**src/shared/bcr_defs.svh**
```systemverilog
// Offsets, bit positions, reset values and timing for the bridge
// control and retry register bank.
// Assumes inclusion by bare name from package and design files.
`ifndef BCR_DEFS_SVH
`define BCR_DEFS_SVH

// ------------------------------------------------------------
// Register offsets (byte offsets in configuration space)
// ------------------------------------------------------------
`define BCR_OFF_BRIDGE_CONTROL  8'h3e
`define BCR_OFF_SUBSYS_VENDOR   8'h40
`define BCR_OFF_SUBSYS          8'h42
`define BCR_OFF_LEGACY_BASE     8'h44
`define BCR_OFF_RETRY_CONTROL   8'h90

// ------------------------------------------------------------
// Bridge control fields
// ------------------------------------------------------------
`define BCR_BC_PREF1            9
`define BCR_BC_PREF0            8
`define BCR_BC_CB_RESET         6
`define BCR_BC_MA_MODE          5
`define BCR_BC_ISA_EN           2
`define BCR_BC_SERR_EN          1
`define BCR_BC_PERR_EN          0
`define BCR_BC_RESET            16'h0340

// ------------------------------------------------------------
// Legacy port base and retry control fields
// ------------------------------------------------------------
`define BCR_LB_BASE_LSB         12
`define BCR_LB_IO_SPACE         1'h1
`define BCR_LEGACY_FIXED        32'h000003e0
`define BCR_RC_PCI_EN           7
`define BCR_RC_CB_EN            6
`define BCR_RC_RESET            8'h00

// ------------------------------------------------------------
// Retry timing and address checks
// ------------------------------------------------------------
`define BCR_RTY_CNT_W           16
`define BCR_RTY_LIMIT           1024
`define BCR_ISA_LOW_SPAN_MSB    31
`define BCR_ISA_LOW_SPAN_LSB    16

`endif

```
**src/shared/bcr_pkg.sv**
```systemverilog
// Types for the bridge control and retry register bank.
// Assumes bcr_defs.svh is on the include path.
`include "bcr_defs.svh"

package bcr_pkg;

    // ------------------------------------------------------------
    // Retry timer state
    // ------------------------------------------------------------
    typedef struct packed {
        logic [`BCR_RTY_CNT_W-1:0] cnt;
        logic                      fired;
        logic                      expire;
    } bcr_timer_t;

    // ------------------------------------------------------------
    // Register bank state
    // ------------------------------------------------------------
    typedef struct packed {
        logic        cb_reset;
        logic        ma_mode;
        logic        isa_en;
        logic        serr_fwd_en;
        logic        perr_resp_en;
        logic [19:0] legacy_base;
        logic        pci_rty_en;
        logic        cb_rty_en;
        logic [3:0]  rty_expired;
        logic [31:0] rd_data;
        logic        serr_meta;
        logic        serr_sync;
        logic        perr_meta;
        logic        perr_sync;
        logic [1:0]  prefetch;
        logic        io_fwd;
        logic        index_hit;
        logic        data_hit;
        logic        bad_hit;
        logic        ma_ones;
        logic        ma_drop;
        logic        ma_tabort;
        logic        pci_serr;
        logic        perr_report;
    } bcr_state_t;

endpackage

```
**src/core/bcr_retry_timer.sv**
```systemverilog
// One retry timeout counter with an expiry pulse.
// Assumes active_in comes from logic on clk_sys_in.
`include "bcr_defs.svh"
`timescale 1ns/10ps
`default_nettype none

module bcr_retry_timer #(
    parameter int unsigned LIMIT = `BCR_RTY_LIMIT
) (
    input  wire logic clk_sys_in,
    input  wire logic reset_n_in,
    input  wire logic enable_in,
    input  wire logic active_in,
    output logic      expire_out
);

    localparam logic [`BCR_RTY_CNT_W-1:0] LAST =
        `BCR_RTY_CNT_W'(LIMIT - 1);

    bcr_pkg::bcr_timer_t s_r;
    bcr_pkg::bcr_timer_t s_nxt;

    // ------------------------------------------------------------
    // Counting
    // ------------------------------------------------------------
    always_comb begin
        s_nxt        = s_r;
        s_nxt.expire = 1'b0;
        if (!enable_in || !active_in) begin
            s_nxt.cnt   = '0;
            s_nxt.fired = 1'b0;
        end else if (!s_r.fired) begin
            if (s_r.cnt == LAST) begin
                s_nxt.expire = 1'b1;
                s_nxt.fired  = 1'b1;
            end else begin
                s_nxt.cnt = s_r.cnt + 1'b1;
            end
        end
    end

    // Stays fired until the retried transfer ends or the timer is disabled, one pulse each
    always_ff @(posedge clk_sys_in or negedge reset_n_in) begin
        if (!reset_n_in) begin
            s_r <= '0;
        end else begin
            s_r <= s_nxt;
        end
    end

    assign expire_out = s_r.expire;

endmodule
`default_nettype wire

```
**src/core/bcr_regs.sv**
```systemverilog
// Bridge control, subsystem codes, legacy port base and retry
// control registers of the card bridge, with the logic they steer.
// Assumes a single-cycle register port on clk_sys_in; card-side
// pins arrive asynchronously and are synchronised here.
//
// What this block does
// - Both window prefetch enables fixed at one
// - Card reset bit drives card reset pin
// - Mode zero: reads all-ones, writes dropped
// - Mode one: target abort while origin open
// - Mode one posted write: error if enabled
// - ISA bit blocks upper 768 bytes forward
// - Blocking one direction only; resets zero
// - Forward card error only when enabled
// - Parity check and report only when enabled
// - Reserved bridge control bits read zero
// - Subsystem vendor code fixed, writes ignored
// - Subsystem code fixed, read only
// - Legacy index/data pair, relocatable to any 4 KB boundary
// - Index at base, data at base+1
// - Legacy base bit0 one, bit1 zero
// - PCI retry counter runs only enabled
// - Card retry counter runs only enabled
// - Four sticky expiry flags, write-one clears
// - Retry control bits 5:4 read zero
// - Prefetch windows need memory enable bit
//
// Our own choice: the address-and-strobe port.
`include "bcr_defs.svh"
`timescale 1ns/10ps
`default_nettype none

module bcr_regs #(
    parameter logic [15:0] SUBSYS_VENDOR = 16'h5a3c,
    parameter logic [15:0] SUBSYS_CODE   = 16'h3c5a,
    parameter int unsigned RETRY_LIMIT   = `BCR_RTY_LIMIT
) (
    input  wire logic        clk_sys_in,
    input  wire logic        reset_n_in,
    // Register port
    input  wire logic [7:0]  reg_addr_in,
    input  wire logic [31:0] reg_wdata_in,
    input  wire logic        reg_wr_in,
    input  wire logic        reg_rd_in,
    output logic      [31:0] reg_rdata_out,
    // Command register bits from the configuration header
    input  wire logic        cmd_mem_en_in,
    input  wire logic        cmd_serr_en_in,
    // Memory window prefetch
    output logic      [1:0]  mem_prefetch_out,
    // Card reset pin, active low
    output logic             cb_reset_n_out,
    // Master abort report from the forwarding path
    input  wire logic        ma_event_in,
    input  wire logic        ma_read_in,
    input  wire logic        ma_posted_in,
    input  wire logic        ma_origin_open_in,
    output logic             ma_read_ones_out,
    output logic             ma_write_drop_out,
    output logic             ma_target_abort_out,
    // IO forwarding check
    input  wire logic [31:0] io_addr_in,
    input  wire logic        io_valid_in,
    input  wire logic        io_window_hit_in,
    input  wire logic        io_to_card_in,
    output logic             io_forward_out,
    // Legacy index/data port decode
    output logic             legacy_index_hit_out,
    output logic             legacy_data_hit_out,
    output logic             legacy_bad_hit_out,
    // Card-side error pins, active low
    input  wire logic        cb_serr_n_in,
    input  wire logic        cb_perr_n_in,
    output logic             pci_serr_out,
    output logic             perr_report_out,
    // Retried transactions: 3 card target, 2 card master,
    // 1 PCI target, 0 PCI master
    input  wire logic [3:0]  retry_active_in
);

    bcr_pkg::bcr_state_t s_r;
    bcr_pkg::bcr_state_t s_nxt;

    logic [3:0]  rty_set;
    logic [15:0] bc_view;
    logic [31:0] lb_view;
    logic [7:0]  rc_view;
    logic        wr_bc;
    logic        wr_lb;
    logic        wr_rc;
    logic        isa_block;
    logic        low_span;
    logic        upper_part;
    logic        base_match;
    logic        fixed_match;
    logic [1:0]  pair_off;

    // ------------------------------------------------------------
    // Retry timers, one per retry role
    // ------------------------------------------------------------
    genvar gi;
    generate
        for (gi = 0; gi < 4; gi++) begin : g_rty
            logic en_w;
            assign en_w = (gi >= 2) ? s_r.cb_rty_en : s_r.pci_rty_en;
            bcr_retry_timer #(
                .LIMIT (RETRY_LIMIT)
            ) u_timer (
                .clk_sys_in (clk_sys_in),
                .reset_n_in (reset_n_in),
                .enable_in  (en_w),
                .active_in  (retry_active_in[gi]),
                .expire_out (rty_set[gi])
            );
        end
    endgenerate

    // ------------------------------------------------------------
    // Register read views
    // ------------------------------------------------------------
    always_comb begin
        bc_view                       = 16'h0000;
        bc_view[`BCR_BC_PREF1]        = 1'b1;
        bc_view[`BCR_BC_PREF0]        = 1'b1;
        bc_view[`BCR_BC_CB_RESET]     = s_r.cb_reset;
        bc_view[`BCR_BC_MA_MODE]      = s_r.ma_mode;
        bc_view[`BCR_BC_ISA_EN]       = s_r.isa_en;
        bc_view[`BCR_BC_SERR_EN]      = s_r.serr_fwd_en;
        bc_view[`BCR_BC_PERR_EN]      = s_r.perr_resp_en;
    end

    assign lb_view = {s_r.legacy_base, 11'h000, `BCR_LB_IO_SPACE};

    assign rc_view = {s_r.pci_rty_en, s_r.cb_rty_en, 2'h0,
                      s_r.rty_expired};

    // ------------------------------------------------------------
    // Write decode
    // ------------------------------------------------------------
    always_comb begin
        wr_bc = 1'b0;
        wr_lb = 1'b0;
        wr_rc = 1'b0;
        if (!reg_wr_in) begin
            wr_bc = 1'b0;
        end else if (reg_addr_in == `BCR_OFF_BRIDGE_CONTROL) begin
            wr_bc = 1'b1;
        end else if (reg_addr_in == `BCR_OFF_LEGACY_BASE) begin
            wr_lb = 1'b1;
        end else if (reg_addr_in == `BCR_OFF_RETRY_CONTROL) begin
            wr_rc = 1'b1;
        end
    end

    // ------------------------------------------------------------
    // IO address checks
    // ------------------------------------------------------------
    // first 64 KB only
    assign low_span =
        io_addr_in[`BCR_ISA_LOW_SPAN_MSB:`BCR_ISA_LOW_SPAN_LSB] == '0;
    // Offsets 100h..3FFh of each 1 KB block
    assign upper_part = io_addr_in[9:8] != 2'h0;
    assign isa_block = s_r.isa_en & io_to_card_in & low_span &
                       upper_part;

    assign base_match =
        io_addr_in[31:`BCR_LB_BASE_LSB] == s_r.legacy_base &&
        io_addr_in[`BCR_LB_BASE_LSB-1:2] == '0;
    assign fixed_match = io_addr_in[31:2] == 30'(`BCR_LEGACY_FIXED >> 2);
    assign pair_off    = io_addr_in[1:0];

    // ------------------------------------------------------------
    // Next state
    // ------------------------------------------------------------
    always_comb begin
        s_nxt = s_r;

        // Pin synchronisers
        s_nxt.serr_meta = cb_serr_n_in;
        s_nxt.serr_sync = s_r.serr_meta;
        s_nxt.perr_meta = cb_perr_n_in;
        s_nxt.perr_sync = s_r.perr_meta;

        if (wr_bc) begin
            s_nxt.cb_reset     = reg_wdata_in[`BCR_BC_CB_RESET];
            s_nxt.ma_mode      = reg_wdata_in[`BCR_BC_MA_MODE];
            s_nxt.isa_en       = reg_wdata_in[`BCR_BC_ISA_EN];
            s_nxt.serr_fwd_en  = reg_wdata_in[`BCR_BC_SERR_EN];
            s_nxt.perr_resp_en = reg_wdata_in[`BCR_BC_PERR_EN];
        end
        if (wr_lb) begin
            s_nxt.legacy_base = reg_wdata_in[31:`BCR_LB_BASE_LSB];
        end
        if (wr_rc) begin
            s_nxt.pci_rty_en = reg_wdata_in[`BCR_RC_PCI_EN];
            s_nxt.cb_rty_en  = reg_wdata_in[`BCR_RC_CB_EN];
        end

        s_nxt.rty_expired =
            (s_r.rty_expired & ~(wr_rc ? reg_wdata_in[3:0] : 4'h0)) |
            rty_set;

        // Read data stands one cycle only
        s_nxt.rd_data = 32'h00000000;
        if (!reg_rd_in) begin
            s_nxt.rd_data = 32'h00000000;
        end else if (reg_addr_in == `BCR_OFF_BRIDGE_CONTROL) begin
            s_nxt.rd_data = {16'h0000, bc_view};
        end else if (reg_addr_in == `BCR_OFF_SUBSYS_VENDOR) begin
            s_nxt.rd_data = {16'h0000, SUBSYS_VENDOR};
        end else if (reg_addr_in == `BCR_OFF_SUBSYS) begin
            s_nxt.rd_data = {16'h0000, SUBSYS_CODE};
        end else if (reg_addr_in == `BCR_OFF_LEGACY_BASE) begin
            s_nxt.rd_data = lb_view;
        end else if (reg_addr_in == `BCR_OFF_RETRY_CONTROL) begin
            s_nxt.rd_data = {24'h000000, rc_view};
        end

        s_nxt.prefetch = {cmd_mem_en_in, cmd_mem_en_in};

        s_nxt.io_fwd = io_valid_in & io_window_hit_in & ~isa_block;

        // index at base, data at base+1
        s_nxt.index_hit = io_valid_in & (base_match | fixed_match) &
                          (pair_off == 2'h0);
        s_nxt.data_hit  = io_valid_in & (base_match | fixed_match) &
                          (pair_off == 2'h1);
        s_nxt.bad_hit   = io_valid_in & base_match &
                          (pair_off[1] == 1'b1);

        // Master abort handling, one-cycle verdicts
        s_nxt.ma_ones   = 1'b0;
        s_nxt.ma_drop   = 1'b0;
        s_nxt.ma_tabort = 1'b0;
        s_nxt.pci_serr  = 1'b0;
        if (ma_event_in) begin
            if (!s_r.ma_mode) begin
                s_nxt.ma_ones = ma_read_in;
                s_nxt.ma_drop = ~ma_read_in;
            end else if (!ma_read_in && ma_posted_in) begin
                s_nxt.pci_serr = cmd_serr_en_in;
                s_nxt.ma_drop  = 1'b1;
            end else begin
                s_nxt.ma_tabort = ma_origin_open_in;
                s_nxt.ma_drop   = ~ma_read_in & ~ma_origin_open_in;
            end
        end
        if (s_r.serr_fwd_en && !s_r.serr_sync) begin
            s_nxt.pci_serr = 1'b1;
        end

        s_nxt.perr_report = s_r.perr_resp_en & ~s_r.perr_sync;
    end

    // ------------------------------------------------------------
    // State register
    // ------------------------------------------------------------
    // Reset values all constants; pin stages idle high
    always_ff @(posedge clk_sys_in or negedge reset_n_in) begin
        if (!reset_n_in) begin
            s_r              <= '0;
            s_r.cb_reset     <= 1'(`BCR_BC_RESET >> `BCR_BC_CB_RESET);
            s_r.ma_mode      <= 1'(`BCR_BC_RESET >> `BCR_BC_MA_MODE);
            s_r.isa_en       <= 1'b0;
            s_r.serr_fwd_en  <= 1'b0;
            s_r.perr_resp_en <= 1'b0;
            s_r.pci_rty_en   <= 1'(`BCR_RC_RESET >> `BCR_RC_PCI_EN);
            s_r.cb_rty_en    <= 1'(`BCR_RC_RESET >> `BCR_RC_CB_EN);
            s_r.serr_meta    <= 1'b1;
            s_r.serr_sync    <= 1'b1;
            s_r.perr_meta    <= 1'b1;
            s_r.perr_sync    <= 1'b1;
        end else begin
            s_r <= s_nxt;
        end
    end

    // ------------------------------------------------------------
    // Outputs
    // ------------------------------------------------------------
    assign reg_rdata_out        = s_r.rd_data;
    assign mem_prefetch_out     = s_r.prefetch;
    assign cb_reset_n_out       = ~s_r.cb_reset;
    assign ma_read_ones_out     = s_r.ma_ones;
    assign ma_write_drop_out    = s_r.ma_drop;
    assign ma_target_abort_out  = s_r.ma_tabort;
    assign io_forward_out       = s_r.io_fwd;
    assign legacy_index_hit_out = s_r.index_hit;
    assign legacy_data_hit_out  = s_r.data_hit;
    assign legacy_bad_hit_out   = s_r.bad_hit;
    assign pci_serr_out         = s_r.pci_serr;
    assign perr_report_out      = s_r.perr_report;

endmodule
`default_nettype wire

```
**config.mk**
```make
export PLATFORM = sky130hd
export DESIGN_NAME = bcr_regs
export DESIGN_NICKNAME = d
export VERILOG_FILES = /design/src/shared/bcr_pkg.sv /design/src/core/bcr_retry_timer.sv /design/src/core/bcr_regs.sv
export VERILOG_INCLUDE_DIRS = /design/src /design/src/shared
export SDC_FILE = /design/constraint.sdc
export NUM_CORES = 1
export LEC_CHECK = 0
export ABC_CLOCK_PERIOD_IN_PS = 2100
export BUFFER_PORTS_ARGS = -buffer_cell sky130_fd_sc_hd__buf_2
export CORE_ASPECT_RATIO = 1.1
export CORE_MARGIN = 8
export CORE_UTILIZATION = 55
export CTS_CLUSTER_SIZE = 10
export DETAILED_ROUTE_END_ITERATION = 12
export HOLD_SLACK_MARGIN = 0.12
export PLACE_DENSITY = 0.84
export SLEW_MARGIN = 20
export SYNTH_ARGS = -nofsm -noshare
export SYNTH_HDL_FRONTEND = slang
export SYNTH_SLANG_ARGS = --single-unit
```
**constraint.sdc**
```tcl
create_clock -name clk_sys_in -period 2.1 [get_ports clk_sys_in]
set_clock_uncertainty 0.1 [all_clocks]
set_input_delay 0.42 -clock clk_sys_in [delete_from_list [all_inputs] [get_ports clk_sys_in]]
set_output_delay 0.42 -clock clk_sys_in [all_outputs]
set_load 0.02 [all_outputs]
```
Word-level counts from Yosys, hierarchy flattened
Cells that the tools add are included.
Widths: inputs -> output; s select.
Word-level totals
  register bits: 149
  input port bits: 91
  output and inout port bits: 44
Cells by class
  $add $sub $neg: 4
  equal/unequal tests: 20
  muxes and demuxes: 44
  bitwise logic cells: 21
  reductions and logical operators: 23
Operators by type and width (count)
  $mux 32: 5
  $mux 18: 4
  $mux 17: 4
  $add 16x1->16 const B: 4
  $eq 16x10->1 const B: 4
  $mux 16: 4
  $eq 30x8->1 const B: 1
  $eq 8x7->1 const B: 3
  $eq 20x20->1: 1
  $mux 1: 19
  $logic_not 16->1: 1
  $and 1x1->1: 12
  $logic_not 10->1: 1
  $mux 2: 5
  $eq 8x6->1 const B: 1
  $eq 8x8->1 const B: 1
  $logic_not 1->1: 8
  $mux 4: 2
  $mux 8: 1
  $ne 2x1->1 const B: 4
  $ne 2x2->1 const B: 4
  $reduce_and 2->1: 4
  $not 1->1: 5
  $and 4x4->4: 1
  other kinds (8): 13

Longest topological paths before layout
Gate-level depths: netlist of the first run.
  word-level depth: 9
  mapped depth: 7
  mapped depth without buffers: 6

Cells and area by module
Synthesis of the first run repeated with hierarchy kept, for this count alone.
Second synthesis, totals
  cell total of the unflattened synthesis: 676
  area total of the unflattened synthesis: 7382.1 um^2
Modules (own cells, without submodules)
  bcr_regs: times used 1, cells each 272, area each 3435.8 um^2, seq. area each 1908.1 um^2
  bcr_retry_timer (g_rty[2].u_timer ...): times used 2, cells each 104, area each 1004.7 um^2, seq. area each 450.4 um^2
  bcr_retry_timer (g_rty[0].u_timer ...): times used 2, cells each 98, area each 968.4 um^2, seq. area each 450.4 um^2

Worst setup path after synthesis of the first run
OpenSTA, ideal clock, no wires.
  path kind: input -> register
  from: in reg_addr_in[0]
  to: reg s_r (netlist bit lb_view[12])
  setup time: 125 ps
  data arrival time: 1712 ps
  setup slack: 163 ps
  stages on the path: 6
  path buffers: 2
  cells stage by stage: nand4b_1 -> nor4b_1 -> buf_2 -> nand3b_1 -> buf_2 -> mux2_2
Between the ends
  cells in the longest elaborated chain, start to end: 4
Ends and longest elaborated chain
  start, declared: RTL line bcr_regs.sv:41  | input wire logic [7:0] reg_addr_in,
  $eq 8x7->1 (no line)
  $mux 1: RTL line bcr_regs.sv:148  | end else if (reg_addr_in == `BCR_OFF_LEGACY_BASE) begin
  $mux 1 (*): RTL line bcr_regs.sv:146  | end else if (reg_addr_in == `BCR_OFF_BRIDGE_CONTROL) begin
  $mux 1 (*): RTL line bcr_regs.sv:144  | if (!reg_wr_in) begin
  end signal, assigned: RTL line bcr_regs.sv:274  | s_r <= s_nxt;
  end, declared: RTL line bcr_regs.sv:81  | bcr_pkg::bcr_state_t s_r;
Mark *: on every way between the ends. The rest lies on a longest branch, timed or not.
A chain may end at the register's enable or synchronous reset.

Worst setup path after layout of the first run
  from: reg g_rty[1].u_timer.s_r[12] (netlist bit)
  to: reg g_rty[1].u_timer.s_r[9] (netlist bit)
Between the ends
  cells in the longest elaborated chain, start to end: 3
Ends and longest elaborated chain
  start, declared: RTL line bcr_retry_timer.sv:20  | bcr_pkg::bcr_timer_t s_r;
  start signal, assigned: RTL line bcr_retry_timer.sv:47  | s_r <= s_nxt;
  $eq 16x10->1: RTL line bcr_retry_timer.sv:33  | if (s_r.cnt == LAST) begin
  $ne 2x1->1 (no line)
  $reduce_and 2->1 (no line)
Every way passes these cells.

==> flow_summary.json, run 1 <==
{
  "status": "complete, no violations",
  "clk_path_buf_depth": 2,
  "cts_setup_buffers": 0,
  "finalWeightedCongestion": 0.9174,
  "place_ws_ps": -90.06,
  "initial_core_util_pct": 56.11,
  "cp.arrival_ps": 2280,
  "antenna_found_initial": 1,
  "cts_tree": "built",
  "numClockSinks": 148,
  "power_frac_clock_pct": 47.4,
  "fin_setup_tns_ps": 0,
  "clk_pin_slew_worst_paths_ps": 60,
  "routed_wl_mm": 17.78,
  "setup_viol": 0,
  "via_per_inst": 5.937,
  "antenna_left": 0,
  "timing.rr.end": "g_rty[1].u_timer.s_r[9]",
  "crit_fanout": 9,
  "yosys_most_used_dff": "dfrtp_1",
  "coreArea_um2": 12540,
  "die-area_um2": 16670,
  "synthCells": 667,
  "numCtsBuffers": 17,
  "fill_cells": 935,
  "worst_slack_ps": 48.66,
  "seq_power_share_pct": 47.1,
  "async_flop_share_pct": 100.0,
  "slew_violations": 0,
  "antenna_cells": 0,
  "crit_type": "reg2reg",
  "clock_latency_ps": 420,
  "swShare_pct": 22.29,
  "min_from": "reg_wdata_in[7]",
  "rsz0062_at_grt": "yes",
  "syn_area_per_cell_um2": 10.55,
  "start_kind": "register",
  "first_iter_violations": 504,
  "drive_gt1_share_pct": 28.57,
  "grt_pass1_wl_mm": 28.10,
  "pwr-share-comb_pct": 5.5,
  "postLayoutCellArea_um2": 8436,
  "io_pins": 135,
  "hold_path_class": "in2reg",
  "cts_root_buf": "clkbuf_16",
  "cp-end-kind": "register",
  "p_int_mw": 4.824,
  "cp_slowest_cell": "or4b_1",
  "p_switching_mw": 1.384,
  "first_pass_iters": 6,
  "cp.required_ps": 2330,
  "placed_area_um2": 7762,
  "fmax_mhz": 487.5,
  "drc": 0,
  "grtUsageTotal_pct": 21.46,
  "reg2regPathDepth": 5,
  "hpwlAfterDp_mm": 13.01,
  "die_h_um": 134.6,
  "p_per_area_nw_per_um2": 735.9,
  "yosysUniqueCellTypes": 62,
  "synth_edf_count": 0,
  "slew_headroom_pct": 61.68,
  "multi_input_area_um2": 2924,
  "hold_depth": 2,
  "num_rows": 43,
  "ff_latch_area_um2": 3710,
  "grt_max_degree": 53,
  "whs_endpoint": "g_rty[0].en_w",
  "cp_cell_sequence": "or4b_1, nor4_4, nand3_2, nand4_1, nor3b_1",
  "r2r_slack_ps": 50,
  "min_period_ps": 2051,
  "synthesis.nets": 762,
  "p_leak_nw": 4.070,
  "yosysSeqAreaShare_pct": 52.74,
  "synth_seq_cells": 148,
  "io_buffers": 129,
  "num_vias": 5711,
  "regToRegStartpoint": "g_rty[1].u_timer.s_r[12]",
  "first_global_vias": 5773,
  "cap_violations": 0,
  "overflow": 0,
  "cpPeakStageDelay_ps": 580,
  "hold_slack_ps": 133.6,
  "netlist_area_um2": 7034,
  "hold_viol_final": 0,
  "worstMarginPinSlew_ps": 560.4,
  "yosysWarningCount": 0,
  "area_growth_pct": 19.92,
  "final_nets": 887,
  "cts_max_level": 4,
  "period_share_pct": 97.68,
  "fp.dieW_um": 123.8,
  "fin_util_pct": 67.29,
  "wl_per_cell_um": 18.48,
  "peakVddDrop_mv": 0.5463
}
flip-flops by register name, indices dropped and copies added, names as in the netlist:
signal and cells:
g_rty.u_timer.s_r 68, reg_rdata_out 31, lb_view 20, bc_view 5, g_rty.u_timer.expire_out 4, rc_view 4
g_rty.en_w 2, s_nxt 2, s_r 2, io_forward_out 1, legacy_bad_hit_out 1, legacy_data_hit_out 1
legacy_index_hit_out 1, ma_read_ones_out 1, ma_target_abort_out 1, ma_write_drop_out 1, mem_prefetch_out 1, pci_serr_out 1
perr_report_out 1
critical path, delay by kind of cell (launching register included):
kind,cells,cell delay [ps]
flops,1,410
simple gates,5,1440
worst max path at each step:
stage,cells past startpoint,to,startpoint
floorplan,6,lb_view[12],reg_addr_in[0]
global placement,6,legacy_index_hit_out,io_addr_in[25]
detailed placement,6,legacy_index_hit_out,io_addr_in[25]
CTS,5,g_rty[0].u_timer.s_r[7],g_rty[0].u_timer.s_r[15]
global route,5,g_rty[1].u_timer.s_r[9],g_rty[1].u_timer.s_r[12]
finish,5,g_rty[1].u_timer.s_r[9],g_rty[1].u_timer.s_r[12]
cell usage after synthesis, drive strengths merged, types with 4 or more instances:
cell type | count | share of area, %
nand2 | 44 | 2.3
a21o | 6 | 0.64
a211oi | 6 | 0.71
nor2b | 15 | 1.3
nor2 | 53 | 2.8
xor2 | 11 | 1.4
o31ai | 8 | 0.85
nor3b | 5 | 0.53
and4 | 7 | 0.87
and2 | 10 | 0.89
xnor2 | 21 | 2.6
and3 | 31 | 2.8
nand4 | 15 | 1.4
ha | 4 | 0.71
nor4 | 13 | 1.6
o21ai | 28 | 2.0
mux2 | 29 | 4.6
or3 | 10 | 0.89
nand3 | 24 | 1.8
dfstp | 5 | 1.9
a21oi | 22 | 1.6
nor3 | 13 | 1.1
a221oi | 4 | 0.50
dfrtp | 143 | 51
a31oi | 14 | 1.2
buf | 41 | 4.2
clkbuf | 13 | 0.69
nand2b | 9 | 0.80
inv | 19 | 1.0
cell type report:
cell class,instances,area share [%]
inverters,19,0.8454
repair buffers,160,11.35
well taps,157,2.329
clock inverters,11,1.498
clock buffers,21,5.340
multi-input cells,446,34.66
flip-flops and latches,148,43.98
placed cells by master (no fill, tap or decap), types with 11 or more instances in the layout:
master / netlist / layout
nor3_1: 11 / 11
nand3_1: 23 / 23
inv_1: 19 / 19
and3_1: 31 / 31
nor2_1: 53 / 53
o21ai_0: 28 / 28
nand2_1: 44 / 44
xnor2_1: 21 / 21
clkbuf_16: 0 / 17
nand4_1: 14 / 14
a31oi_1: 14 / 14
dfrtp_1: 143 / 143
buf_4: 35 / 18
nor2b_1: 15 / 15
a21oi_1: 21 / 21
xor2_1: 11 / 11
nor4_1: 11 / 11
mux2_2: 29 / 29
buf_2: 6 / 128
logic make-up (layout without fill, tap and decap cells):
| family | count (synthesis) | in the layout | synth area share [%] |
|---|---|---|---|
| adder cells (fa/ha/maj) | 4 | 4 | 0.7115 |
| XOR/XNOR | 32 | 32 | 3.984 |
| flip-flops | 148 | 148 | 52.74 |
| buffers and inverters | 73 | 211 | 5.870 |
| multiplexers | 31 | 31 | 4.927 |
| AND/OR/NAND/NOR | 268 | 268 | 21.40 |
| AO/OA/AOI/OAI | 111 | 111 | 10.37 |
routing by layer:
metal	GRT usage (%)	share of wire [%]	up-vias
met1	24.97	39	2796
met4	8.774	2.0	2
li1	-	-	2623
met2	36.31	50	258
met3	5.887	8.7	32
met5	0	0.067	-
through the flow:
step	std cells	total power [mW]
floorplan	667	3.078
global placement	921	3.289
detailed placement	921	3.302
CTS	962	6.252
global route	962	6.426
finish	962	6.207
power groups by stage:
stage	sequential [mW]	clock, mW	combinational [mW]
after CTS	2.93	2.98	0.342
after detailed placement	2.98	0	0.326
final	2.93	2.94	0.341
after floorplan	2.97	0	0.108
after global routing	2.93	3.12	0.374
after global placement	2.97	0	0.315
what timing repair did:
item | in CTS | in global routing
hold buffers | 9 | 0
endpoints found under the hold margin | 50 | 0
resized for setup | 0 | 1
endpoints found under the setup margin | 0 | 5
Power figures use the tool's default switching activity.
==> run 2: changes to the inputs <==
Settings changed: ABC_CLOCK_PERIOD_IN_PS 2100 to 1950, CELL_PAD_IN_SITES_DETAIL_PLACEMENT from default to 0, CELL_PAD_IN_SITES_GLOBAL_PLACEMENT from default to 1, CORE_ASPECT_RATIO 1.1 to default, CORE_UTILIZATION 55 to 43, PLACE_DENSITY 0.84 to 0.85.
Clock period 2.1 ns to 1.95 ns, I/O delays scaled along.
==> run 2 against run 1 <==
First-iteration DRC count down 36%. Worst setup slack worse by 24 ps. Fmax up 6.6%. Non-clock buffer count up 63. Critical path type unchanged. Critical endpoint is now g_rty[1].u_timer.s_r[2].
==> flow_summary.json, run 2 (synthesized netlist as in run 1, its figures left out) <==
{
  "finalWeightedCongestion": 0.8291,
  "via_per_inst": 5.382,
  "p_switching_mw": 1.552,
  "cts_tree": "built",
  "start_kind": "register",
  "cts_root_buf": "clkbuf_16",
  "place_inst": 1014,
  "startpoint": "g_rty[1].u_timer.s_r[12]",
  "die_h_um": 143.9,
  "final_common_cell": "dfrtp_1",
  "cp.required_ps": 2150,
  "first_iter_violations": 322,
  "hold_path_class": "in2reg",
  "grt_pass1_wl_mm": 29.90,
  "layout_common_cells": "142 x dfrtp_1, 128 x buf_2, 54 x buf_4, 53 x nor2_1, 43 x nand2_1",
  "place_ws_ps": -227.8,
  "min_from": "cmd_serr_en_in",
  "regToRegStartpoint": "g_rty[1].u_timer.s_r[12]",
  "overflow": 0,
  "fin_util_pct": 57.72,
  "num_rows": 46,
  "crit_type": "reg2reg",
  "fin_cells": 1083,
  "drive_gt1_share_pct": 33.10,
  "worstMarginPinSlew_ps": 509.9,
  "die-area_um2": 20710,
  "period_share_pct": 98.72,
  "peakVddDrop_mv": 0.6626,
  "io_buffers": 129,
  "cp-end-kind": "register",
  "rsz0062_at_grt": "yes",
  "first_global_vias": 6013,
  "cap_violations": 0,
  "clk_path_buf_depth": 2,
  "slew_violations": 0,
  "grt_max_degree": 43,
  "slew_headroom_pct": 65.92,
  "num_vias": 5829,
  "hold_viol_final": 0,
  "whs_endpoint": "pci_serr_out",
  "drc": 0,
  "pwr-share-comb_pct": 6.0,
  "fill_cells": 1321,
  "swShare_pct": 22.14,
  "cp.arrival_ps": 2120,
  "p_leak_nw": 4.415,
  "hold_depth": 3,
  "fp.dieW_um": 143.9,
  "power_frac_clock_pct": 49.1,
  "min_period_ps": 1925,
  "timing.rr.end": "g_rty[1].u_timer.s_r[2]",
  "antenna_found_initial": 0,
  "first_pass_iters": 5,
  "coreArea_um2": 15940,
  "reg2regPathDepth": 6,
  "final_nets": 950,
  "clk_pin_slew_worst_paths_ps": 60,
  "setup_viol": 0,
  "wl_per_cell_um": 17.06,
  "antenna_cells": 0,
  "status": "complete, no violations",
  "io_pins": 135,
  "grtUsageTotal_pct": 18.18,
  "fin_setup_tns_ps": 0,
  "numCtsBuffers": 17,
  "p_per_area_nw_per_um2": 761.5,
  "seq_power_share_pct": 44.9,
  "clock_latency_ps": 430,
  "cts_max_level": 4,
  "antenna_left": 0,
  "numClockSinks": 148,
  "worst_slack_ps": 24.92,
  "crit_fanout": 4,
  "fmax_mhz": 519.5,
  "initial_core_util_pct": 44.12,
  "r2r_slack_ps": 20,
  "largest_reg_flops": 68,
  "top_register": "g_rty.u_timer.s_r",
  "fin_total_pwr_mw": 7.007,
  "p_int_mw": 5.456,
  "routed_wl_mm": 18.48,
  "hpwlAfterDp_mm": 13.46,
  "area_growth_pct": 30.83
}
==> run 2: cell count changes in the layout (fill, tap and decap cells not counted), moves of 2 or more <==
cell           change
a31oi_1            -4
dlygate4sd3_1     +24
a31oi_4            +3
nand3_1            -2
nand3_2            +2
buf_4             +36
and4_1             -2
bufinv_16          +2
buf_6              +4
==> run 2: cell type report <==
cell class | count | area, um2 | share of cell area (%)
Clock buffer | 19 | 432.9 | 4.704
Clock inverter | 12 | 178.9 | 1.944
Inverter | 19 | 71.32 | 0.7750
Multi-Input combinational cell | 446 | 3045 | 33.09
Sequential cell | 148 | 3711 | 40.33
Tap cell | 216 | 270.3 | 2.937
Timing Repair Buffer | 223 | 1493 | 16.22
==> run 2: worst max path at each step <==
| stage | end | slack, ps | depth (start not counted) |
|---|---|---|---|
| finish | g_rty[1].u_timer.s_r[2] | 20 | 6 |
| global placement | lb_view[15] | -210 | 7 |
| global route | g_rty[1].u_timer.s_r[2] | -40 | 6 |
| floorplan | g_rty[0].u_timer.s_r[3] | 30 | 5 |
| CTS | g_rty[2].u_timer.s_r[6] | 0.8 | 6 |
| detailed placement | lb_view[31] | -230 | 7 |
==> run 2: per-layer routing <==
metal / GRT usage (%) / share of wire (%)
met5: 0 / 0
met2: 29.03 / 47
met3: 4.579 / 7.2
met1: 23.48 / 43
met4: 6.419 / 2.2
==> run 2: worst max-delay path, stage by stage, from the launching register on <==
cell and delay, ps:
dfrtp_1 380, or4b_4 550, nor4_4 270, buf_4 190, a31oi_4 100, xnor2_1 150, nor2_1 60
==> run 2: through the flow <==
stage          hold WS (ps)  area [um2]
2_1_floorplan        -5.591        7034
3_3_place_gp          188.7        8073
3_5_place_dp          190.9        8073
4_1_cts               129.0        9015
5_1_grt               127.9        9203
6_report              137.0        9203
==> run 2: timing repair <==
item	4_1_cts	5_1_grt
setup buffers	0	5
pin swaps	1	2
endpoints found under the hold margin	177	0
gates resized for setup	0	29
setup endpoints to repair	4	31
hold buffers	33	0
==> run 2: power groups by stage <==
stage	logic (mW)	clock network [mW]	registers [mW]
after floorplan	0.116	0	3.20
after global placement	0.358	0	3.20
after detailed placement	0.366	0	3.20
after CTS	0.423	3.48	3.15
after global routing	0.466	3.61	3.15
final	0.421	3.44	3.15
